## src/crc_unit_defines.vh

```
`ifndef CRC_UNIT_DEFINES_VH
`define CRC_UNIT_DEFINES_VH

// Register word addresses (byte address = word index * 4)
`define CRC_ADDR_BYTE_INPUT   4'h0
`define CRC_ADDR_SUM_LOW      4'h1
`define CRC_ADDR_SUM_HIGH     4'h2
`define CRC_ADDR_SELECT_A_CTRL    4'h3
`define CRC_ADDR_SUM_WORD     4'h4

`define CRC_BYTE_RESET        8'h00
`define CRC_SUM_RESET         16'h0000
`define CRC_SELECT_A_SEL_RESET    1'b0
`define CRC_SELECT_A_SEL_BIT      0

`define CRC_SELECT_A_CCITT        16'h1021
`define CRC_SELECT_A_CRC16        16'h8005
`define CRC_SEL_CCITT         1'b0
`define CRC_SEL_CRC16         1'b1

`define CRC_UNMAPPED_DATA     32'h00000000

`endif
```

## src/crc16_byte_checksum_unit.v

```verilog
// Local design decisions: register access over Avalon-MM and the address map.
`timescale 1ns/1ps
`include "crc_unit_defines.vh"

// Functional notes
// - Select bit 0 CCITT, 1 CRC-16; resets 0
// - Only two fixed polynomials, none programmable
// - Each input byte write updates checksum pair
// - One byte per write, single cycle
// - XOR byte into checksum high byte
// - Shift left inserting zero each step
// - XOR polynomial when bit leaving set
// - Eight steps; result chains to next
// - High byte holds bits 15..8, RW
// - Low byte holds bits 7..0, RW
// - Control upper 31 bits read zero
// - Input register eight bits, RW, resets zero
module crc16_byte_checksum_unit (
  input  wire        CORE_CLK_IN,
  input  wire        RESET_IN,
  input  wire [3:0]  AVS_ADDRESS_IN,
  input  wire        AVS_READ_IN,
  input  wire        AVS_WRITE_IN,
  input  wire [31:0] AVS_WRITEDATA_IN,
  input  wire [3:0]  AVS_BYTEENABLE_IN,
  output reg  [31:0] AVS_READDATA_OUT,
  output reg         AVS_WAITREQUEST_OUT,
  output reg  [15:0] CRC_SUM_OUT
);

  reg  [7:0]  byte_input_q;
  reg  [15:0] crc_running_sum_q;
  reg  [15:0] crc_running_sum_d;
  reg         select_a_q;
  reg  [31:0] read_data_d;
  reg         served_q;
  wire [15:0] next_sum;
  wire        req;
  wire        wr_go;
  wire        rd_go;
  wire        lane0;

  // Each request waits one cycle, then completes with waitrequest low
  // Writes commit at that completing edge, reads capture on the first
  assign req   = AVS_READ_IN | AVS_WRITE_IN;
  assign wr_go = AVS_WRITE_IN & served_q;
  assign rd_go = AVS_READ_IN & ~served_q;
  assign lane0 = AVS_BYTEENABLE_IN[0];

  crc_byte_step u_step (
    .sum_in      (crc_running_sum_q),
    .data_in     (AVS_WRITEDATA_IN[7:0]),
    .select_a_in (select_a_q),
    .sum_out     (next_sum)
  );

  always @(posedge CORE_CLK_IN) begin
    if (RESET_IN) begin
      AVS_WAITREQUEST_OUT <= 1'b1;
      served_q            <= 1'b0;
    end else begin
      served_q            <= req & ~served_q;
      AVS_WAITREQUEST_OUT <= ~(req & ~served_q);
    end
  end

  // Next checksum shared by the register and the output port
  always @* begin
    crc_running_sum_d = crc_running_sum_q;
    if (wr_go && lane0) begin
      case (AVS_ADDRESS_IN)
        `CRC_ADDR_BYTE_INPUT: begin
          crc_running_sum_d = next_sum;
        end
        `CRC_ADDR_SUM_LOW: begin
          crc_running_sum_d[7:0] = AVS_WRITEDATA_IN[7:0];
        end
        `CRC_ADDR_SUM_HIGH: begin
          crc_running_sum_d[15:8] = AVS_WRITEDATA_IN[7:0];
        end
        default: begin
          crc_running_sum_d = crc_running_sum_q;
        end
      endcase
    end
  end

  always @(posedge CORE_CLK_IN) begin
    if (RESET_IN) begin
      byte_input_q      <= `CRC_BYTE_RESET;
      crc_running_sum_q <= `CRC_SUM_RESET;
      select_a_q        <= `CRC_SELECT_A_SEL_RESET;
    end else begin
      crc_running_sum_q <= crc_running_sum_d;
      if (wr_go && lane0) begin
        case (AVS_ADDRESS_IN)
          `CRC_ADDR_BYTE_INPUT: begin
            byte_input_q <= AVS_WRITEDATA_IN[7:0];
          end
          `CRC_ADDR_SELECT_A_CTRL: begin
            select_a_q <= AVS_WRITEDATA_IN[`CRC_SELECT_A_SEL_BIT];
          end
          default: begin
            select_a_q <= select_a_q;
          end
        endcase
      end
    end
  end

  always @* begin
    case (AVS_ADDRESS_IN)
      `CRC_ADDR_BYTE_INPUT: read_data_d = {24'h000000, byte_input_q};
      `CRC_ADDR_SUM_LOW:    read_data_d = {24'h000000, crc_running_sum_q[7:0]};
      `CRC_ADDR_SUM_HIGH:   read_data_d = {24'h000000, crc_running_sum_q[15:8]};
      `CRC_ADDR_SELECT_A_CTRL:  read_data_d = {31'h00000000, select_a_q};
      `CRC_ADDR_SUM_WORD:   read_data_d = {16'h0000, crc_running_sum_q};
      default:              read_data_d = `CRC_UNMAPPED_DATA;
    endcase
  end

  always @(posedge CORE_CLK_IN) begin
    if (RESET_IN) begin
      AVS_READDATA_OUT <= `CRC_UNMAPPED_DATA;
      CRC_SUM_OUT      <= `CRC_SUM_RESET;
    end else begin
      if (rd_go) begin
        AVS_READDATA_OUT <= read_data_d;
      end
      CRC_SUM_OUT <= crc_running_sum_d;
    end
  end

endmodule

```

## src/crc_byte_step.v

```verilog
`timescale 1ns/1ps
`include "crc_unit_defines.vh"

module crc_byte_step (
  input  wire [15:0] sum_in,
  input  wire [7:0]  data_in,
  input  wire        select_a_in,
  output wire [15:0] sum_out
);

  wire [15:0] select_a;
  wire [15:0] stage [0:8];

  assign select_a = (select_a_in == `CRC_SEL_CRC16) ? `CRC_SELECT_A_CRC16 : `CRC_SELECT_A_CCITT;

  assign stage[0] = sum_in ^ {data_in, 8'h00};

  genvar i;
  generate
    for (i = 0; i < 8; i = i + 1) begin : g_bit
      // shift left, zero in; conditional XOR on bit leaving
      assign stage[i+1] = stage[i][15] ? ({stage[i][14:0], 1'b0} ^ select_a)
                                       : {stage[i][14:0], 1'b0};
    end
  endgenerate

  assign sum_out = stage[8];

endmodule

```

## config.mk

```make
export PLATFORM = sky130hd
export DESIGN_NAME = crc16_byte_checksum_unit
export DESIGN_NICKNAME = d
export VERILOG_FILES = /design/src/crc16_byte_checksum_unit.v /design/src/crc_byte_step.v
export VERILOG_INCLUDE_DIRS = /design/src /design/src/src
export SDC_FILE = /design/constraint.sdc
export NUM_CORES = 1
export LEC_CHECK = 0
export ABC_AREA = 1
export BUFFER_PORTS_ARGS = -buffer_cell sky130_fd_sc_hd__buf_2
export CAP_MARGIN = 20
export CORE_MARGIN = 2
export CORE_UTILIZATION = 46
export CTS_CLUSTER_DIAMETER = 30
export DETAILED_ROUTE_END_ITERATION = 8
export PLACE_DENSITY = 0.73
export SLEW_MARGIN = 20
export SYNTH_ARGS = -nofsm -noshare
export SYNTH_HDL_FRONTEND = slang
export SYNTH_SLANG_ARGS = --single-unit
```

## constraint.sdc

```tcl
create_clock -name CORE_CLK_IN -period 1.9 [get_ports CORE_CLK_IN]
set_input_delay 0.19 -clock CORE_CLK_IN [delete_from_list [all_inputs] [get_ports CORE_CLK_IN]]
set_output_delay 0.19 -clock CORE_CLK_IN [all_outputs]
set_load 0.02 [all_outputs]
```

======== Word level (Yosys, flattened, before mapping) ========
Cells that the tools add are included.
W data, S select, Z words.
storage, ports and cells
  register bits after elaboration ......... 59
  latch bits .............................. 0
  memory bits (writable) .................. 0
  bits in read-only memories .............. 0
  memories kept ........................... 0
cells by class
  add/subtract/negate cells ............... 0
  multiply operators ...................... 0
  div/mod/pow operators ................... 0
  order comparisons ....................... 0
  equal/unequal tests ..................... 4
  shift-type cells ........................ 0
  muxes and demuxes ....................... 12
  bitwise logic cells ..................... 15
  reductions and logical operators ........ 8
operator list
  kind                  number
  $mux W16              9
  $xor A16 B16 Y16      9
  $pmux W16 S5          1
  $pmux W8 S2           2
  $eq A4 B2 Y1 const B  2
  $reduce_and A2 Y1     4
  $eq A4 B1 Y1 const B  1
  $eq A4 B3 Y1 const B  1
  $logic_not A4 Y1      1
  $reduce_bool A2 Y1    2
  $and A1 B1 Y1         3
  $not A1 Y1            2
  $logic_and A1 B1 Y1   1
  $or A1 B1 Y1          1

======== Depth between registers and ports, before layout ========
  word-level depth ........................ 18
  depth in mapped cells ................... 17

======== By module ========
A second synthesis with hierarchy kept.
unflattened totals
  cell total of the unflattened synthesis .. 441
  area total of the unflattened synthesis .. 3054.2 sq um
by module, submodules not included
  module                    instances  cells an instance  area each (sq um)  seq. area each (sq um)
  crc16_byte_checksum_unit  1          293                2110.8             860.8
  crc_byte_step             1          148                943.4              0.0

======== Worst setup path after synthesis ========
OpenSTA, ideal clock, no wires.
  kind .................................... reg2reg
  from .................................... reg CRC_SUM_OUT[14] (netlist name)
  to ...................................... reg CRC_SUM_OUT[4]
  setup time .............................. 0.134 ns
  arrival ................................. 1.835 ns
  data required time ...................... 1.766 ns
  path slack .............................. -0.069 ns
  cell stages (with the launch flop) ...... 15
  path buffers ............................ 0
  period minus slack after synthesis ...... 1.969 ns
  cells stage by stage .................... dfxtp_1 -> inv_1 -> nand2_1 -> nand2_2 -> nand2_2 -> nand2_2 -> nand2_2 -> nand3_2 -> nand3b_1 -> nand3_2 -> nand2_1 -> nand2_1 -> xor2_1 -> o21ai_0 -> a21oi_1
RTL lines
  item                    line                            RTL
  end signal: assignment  crc16_byte_checksum_unit.v:125  CRC_SUM_OUT <= `CRC_SUM_RESET;
  end signal: assignment  crc16_byte_checksum_unit.v:130  CRC_SUM_OUT <= crc_running_sum_d;
  end: declaration        crc16_byte_checksum_unit.v:28   output reg [15:0] CRC_SUM_OUT

==> results.ini <==
[clock_network]
numCtsBuffers = 5
clk_pin_slew_ns = 0.09
postCtsHoldBufs = 0
cts_max_level = 2
cts_max_path_buffers = 2
clock-sinks = 43
cts_tree = yes
cts-root-buf = clkbuf_8
clock_latency_ns = 0.30

[floorplan]
num_rows = 28
die_area_um2 = 6820
fp.dieH_um = 82.6
start_util_pct = 47.7
pin_count = 93
core-area_um2 = 5960
die_w_um = 82.6

[status]
violations = negative setup slack
outcome = finished, violations left

[power]
clockPowerShare_pct = 30.9
p_comb_share_pct = 29.5
max-vdd-ir-drop_uv = 514
power_frac_seq_pct = 39.6
p_leak_uw = 0.00183
p_switching_uw = 773
cell_internal_pwr_uw = 1560
switching_share_pct = 33.1
power_uw = 2330
p_per_area_nw_per_um2 = 600

[worst_setup_path]
cp.arrival_ns = 2.31
startpoint = CRC_SUM_OUT[15]$_SDFFE_PP0P_
crit_fanout = 5
rrSetupSlack_ns = -0.17
start_kind = register
path_buf_inv = 4
critical_path_class = register to register
cp_slowest_cell = dfxtp_4
crit_required_ns = 2.14
reg2reg_to = CRC_SUM_OUT[6]$_SDFFE_PP0P_
cp.depth = 17
path_delay_family = simple AND/OR/NAND/NOR gates
r2r_start = CRC_SUM_OUT[15]$_SDFFE_PP0P_
crit_path_max_incr_delay_ns = 0.40
critPathCaptureType = register
reg2reg_depth = 17
crit_path_cell_trace = inv_4 -> nand2_4 -> nand2_4 -> nand3_4 -> nand2_4 -> buf_4 -> buf_4 -> buf_4 -> nor2_1 -> o21ai_0 -> o21ai_0 -> nand2_1 -> o21ai_0 -> nand3_1 -> nand3_1 -> nand2_1 -> a21oi_1
cp-endpoint = CRC_SUM_OUT[6]$_SDFFE_PP0P_

[routing]
dr.max_layer_used = met4
drc_errors = 0
drt_iter0_drc = 234
wl_met1_um = 3770
vias = 3206
ant_nets = 0
route.met3.wl_um = 719
wl_per_cell_um = 15.5
first_pass_iters = 5
viasPerCell = 5.45
wl_um = 9090
wl_met2_um = 4380

[timing]
hold_viol = 0
fin_crit_ns = 2.07
rsz0062_at_grt = true
fmax_ghz = 0.482
relSlewSlack_pct = 62.0
fin_crit_sh_pct = 109
final.setup.tns_ns = -1.31
setup_slack_ns = -0.173
setup_viol = 9
report.final.slew_viol_count = 0
finalClockSkew_ns = 0.0107
tightest_slew_ns = 0.569

[synthesis]
synth-edff-count = 0
async_flop_share_pct = 0
synth_flop_cell = dfxtp_1
synth.area.top_cells = dfxtp_1, nand2_1, a21oi_1, o21ai_0, nand3_1
synth_cell_types = 34
synth-seq-area-share_pct = 30.3
yosys-top-cells-count = nand2_1, a21oi_1, dfxtp_1
yosysMostFrequentCell = nand2_1
postSynthAreaPerCell_um2 = 6.84
netlist.area_leader.share_pct = 30.3
ys_warn_count = 0
synth_top_area_cell = dfxtp_1
synth_seq_cells = 43
syn_area_um2 = 2840
syn_inst = 415

[grt]
groute.usage.overall_pct = 26.7
grt_pass1_wl_um = 13800
grt-ovfl-total = 0
first_global_vias = 2927
grt_antenna_before_repair = 0
grt_max_degree = 24

[worst_hold_path]
worstHoldPathType = input pin to register

[placed_design]
gp_congestion = 0.918
dp_worst_setup_slack_ns = -0.162
port_buffers = 49
hpwl_um = 6330

[flow_run]
maxCapViolCount = 0

[finish]
nNetsFinal = 557
n_antenna_cell = 0
final_util_pct = 65.3
drive_gt1_share_pct = 37.6
area_delta_synth_final_pct = 36.9

[what timing repair did]
item | CTS | global route
buffers inserted | 6 | 3
resized for setup | 53 | 18
pin swaps | 20 | 17
endpoints found under the setup margin | 9 | 12
[stage by stage]
stage               instance area (um2)  hold slack [ns]  cells
floorplan                          2900            0.259    430
global placement                   3400            0.455    572
detailed placement                 3400            0.456    572
CTS                                3810            0.208    585
global route                       3890            0.231    588
finish                             3890            0.203    588
[cell type report]
cell class | count | area, um2
clock buffer | 6 | 72.6
clock inverter | 1 | 30.0
fill | 504 | 2070
inverter | 39 | 159
multi-input combinational | 318 | 1960
sequential | 43 | 875
tap | 75 | 93.8
timing repair buffer | 106 | 697
[power by group through the flow]
stage / clock (uW) / combinational, uW / sequential (uW)
3_5_place_dp: 0 / 542 / 949
2_1_floorplan: 0 / 356 / 968
3_3_place_gp: 0 / 531 / 948
4_1_cts: 713 / 646 / 927
6_report: 720 / 689 / 924
5_1_grt: 748 / 740 / 928
[worst reg2reg max path, cell delays in order, from the launching register on]
cell,delay [ns]
dfxtp_4,0.40
inv_4,0.06
nand2_4,0.06
nand2_4,0.08
nand3_4,0.14
nand2_4,0.08
buf_4,0.13
buf_4,0.12
buf_4,0.13
nor2_1,0.07
o21ai_0,0.07
o21ai_0,0.12
nand2_1,0.07
o21ai_0,0.10
nand3_1,0.09
nand3_1,0.13
nand2_1,0.06
a21oi_1,0.12
[flip-flops by register name, indices dropped and copies added (netlist names)]
register	cells
served_q	1
AVS_WAITREQUEST_OUT	1
CRC_SUM_OUT	16
byte_input_q	8
AVS_READDATA_OUT	16
select_a_q	1
[kinds of logic after synthesis]
logic type	after synthesis	synth area share, %
buffers and inverters	69	12.7
DFF	43	30.3
and+or+nand+nor	188	32.2
AOI/OAI and AO/OA	95	18.2
xor gates and xnor gates	19	6.39
other	1	0.132
[placed cells by master, fill, tap and decap left out, types with 2 or more instances in the layout]
| cell type | Yosys | final |
|---|---|---|
| nand2_2 | 10 | 16 |
| inv_2 | 4 | 5 |
| nand2_4 | 3 | 10 |
| dfxtp_1 | 43 | 38 |
| dfxtp_4 | 0 | 3 |
| clkbuf_8 | 2 | 5 |
| nand2_1 | 104 | 91 |
| o21ai_0 | 33 | 31 |
| xor2_1 | 12 | 10 |
| a21oi_1 | 46 | 45 |
| dfxtp_2 | 0 | 2 |
| nand3_4 | 0 | 11 |
| conb_1 | 1 | 16 |
| nor2_1 | 21 | 20 |
| nand3_2 | 13 | 18 |
| o211ai_1 | 11 | 11 |
| inv_1 | 34 | 31 |
| buf_6 | 1 | 3 |
| a21oi_2 | 2 | 3 |
| xor2_2 | 1 | 2 |
| nand3b_4 | 1 | 2 |
| buf_4 | 18 | 53 |
| nand3_1 | 30 | 14 |
| xnor2_1 | 5 | 5 |
| nand3b_1 | 2 | 2 |
| o21ai_1 | 1 | 2 |
| inv_4 | 0 | 2 |
| buf_2 | 2 | 49 |
[metal layers]
layer  GRT usage (%)  up-vias
li1                -     1522
met1            33.7     1508
met2            45.7      155
met3            4.57       21
met4            9.67        0
met5               0        -
[worst min-delay path by stage]
stage                                                  end                        startpoint  slack [ns]  depth (start not counted)
after floorplan           AVS_READDATA_OUT[2]$_SDFFE_PP0P_                          RESET_IN        0.26                          1
after global placement    AVS_READDATA_OUT[6]$_SDFFE_PP0P_  AVS_READDATA_OUT[6]$_SDFFE_PP0P_        0.46                          2
after detailed placement  AVS_READDATA_OUT[0]$_SDFFE_PP0P_  AVS_READDATA_OUT[0]$_SDFFE_PP0P_        0.46                          2
after global routing          byte_input_q[2]$_SDFFE_PP0P_               AVS_WRITEDATA_IN[2]        0.23                          3
after CTS                   AVS_WAITREQUEST_OUT$_SDFF_PP1_                      AVS_WRITE_IN        0.21                          4
final                       AVS_WAITREQUEST_OUT$_SDFF_PP1_                      AVS_WRITE_IN        0.20                          4
Note: power is estimated with default switching activity, not from simulation.
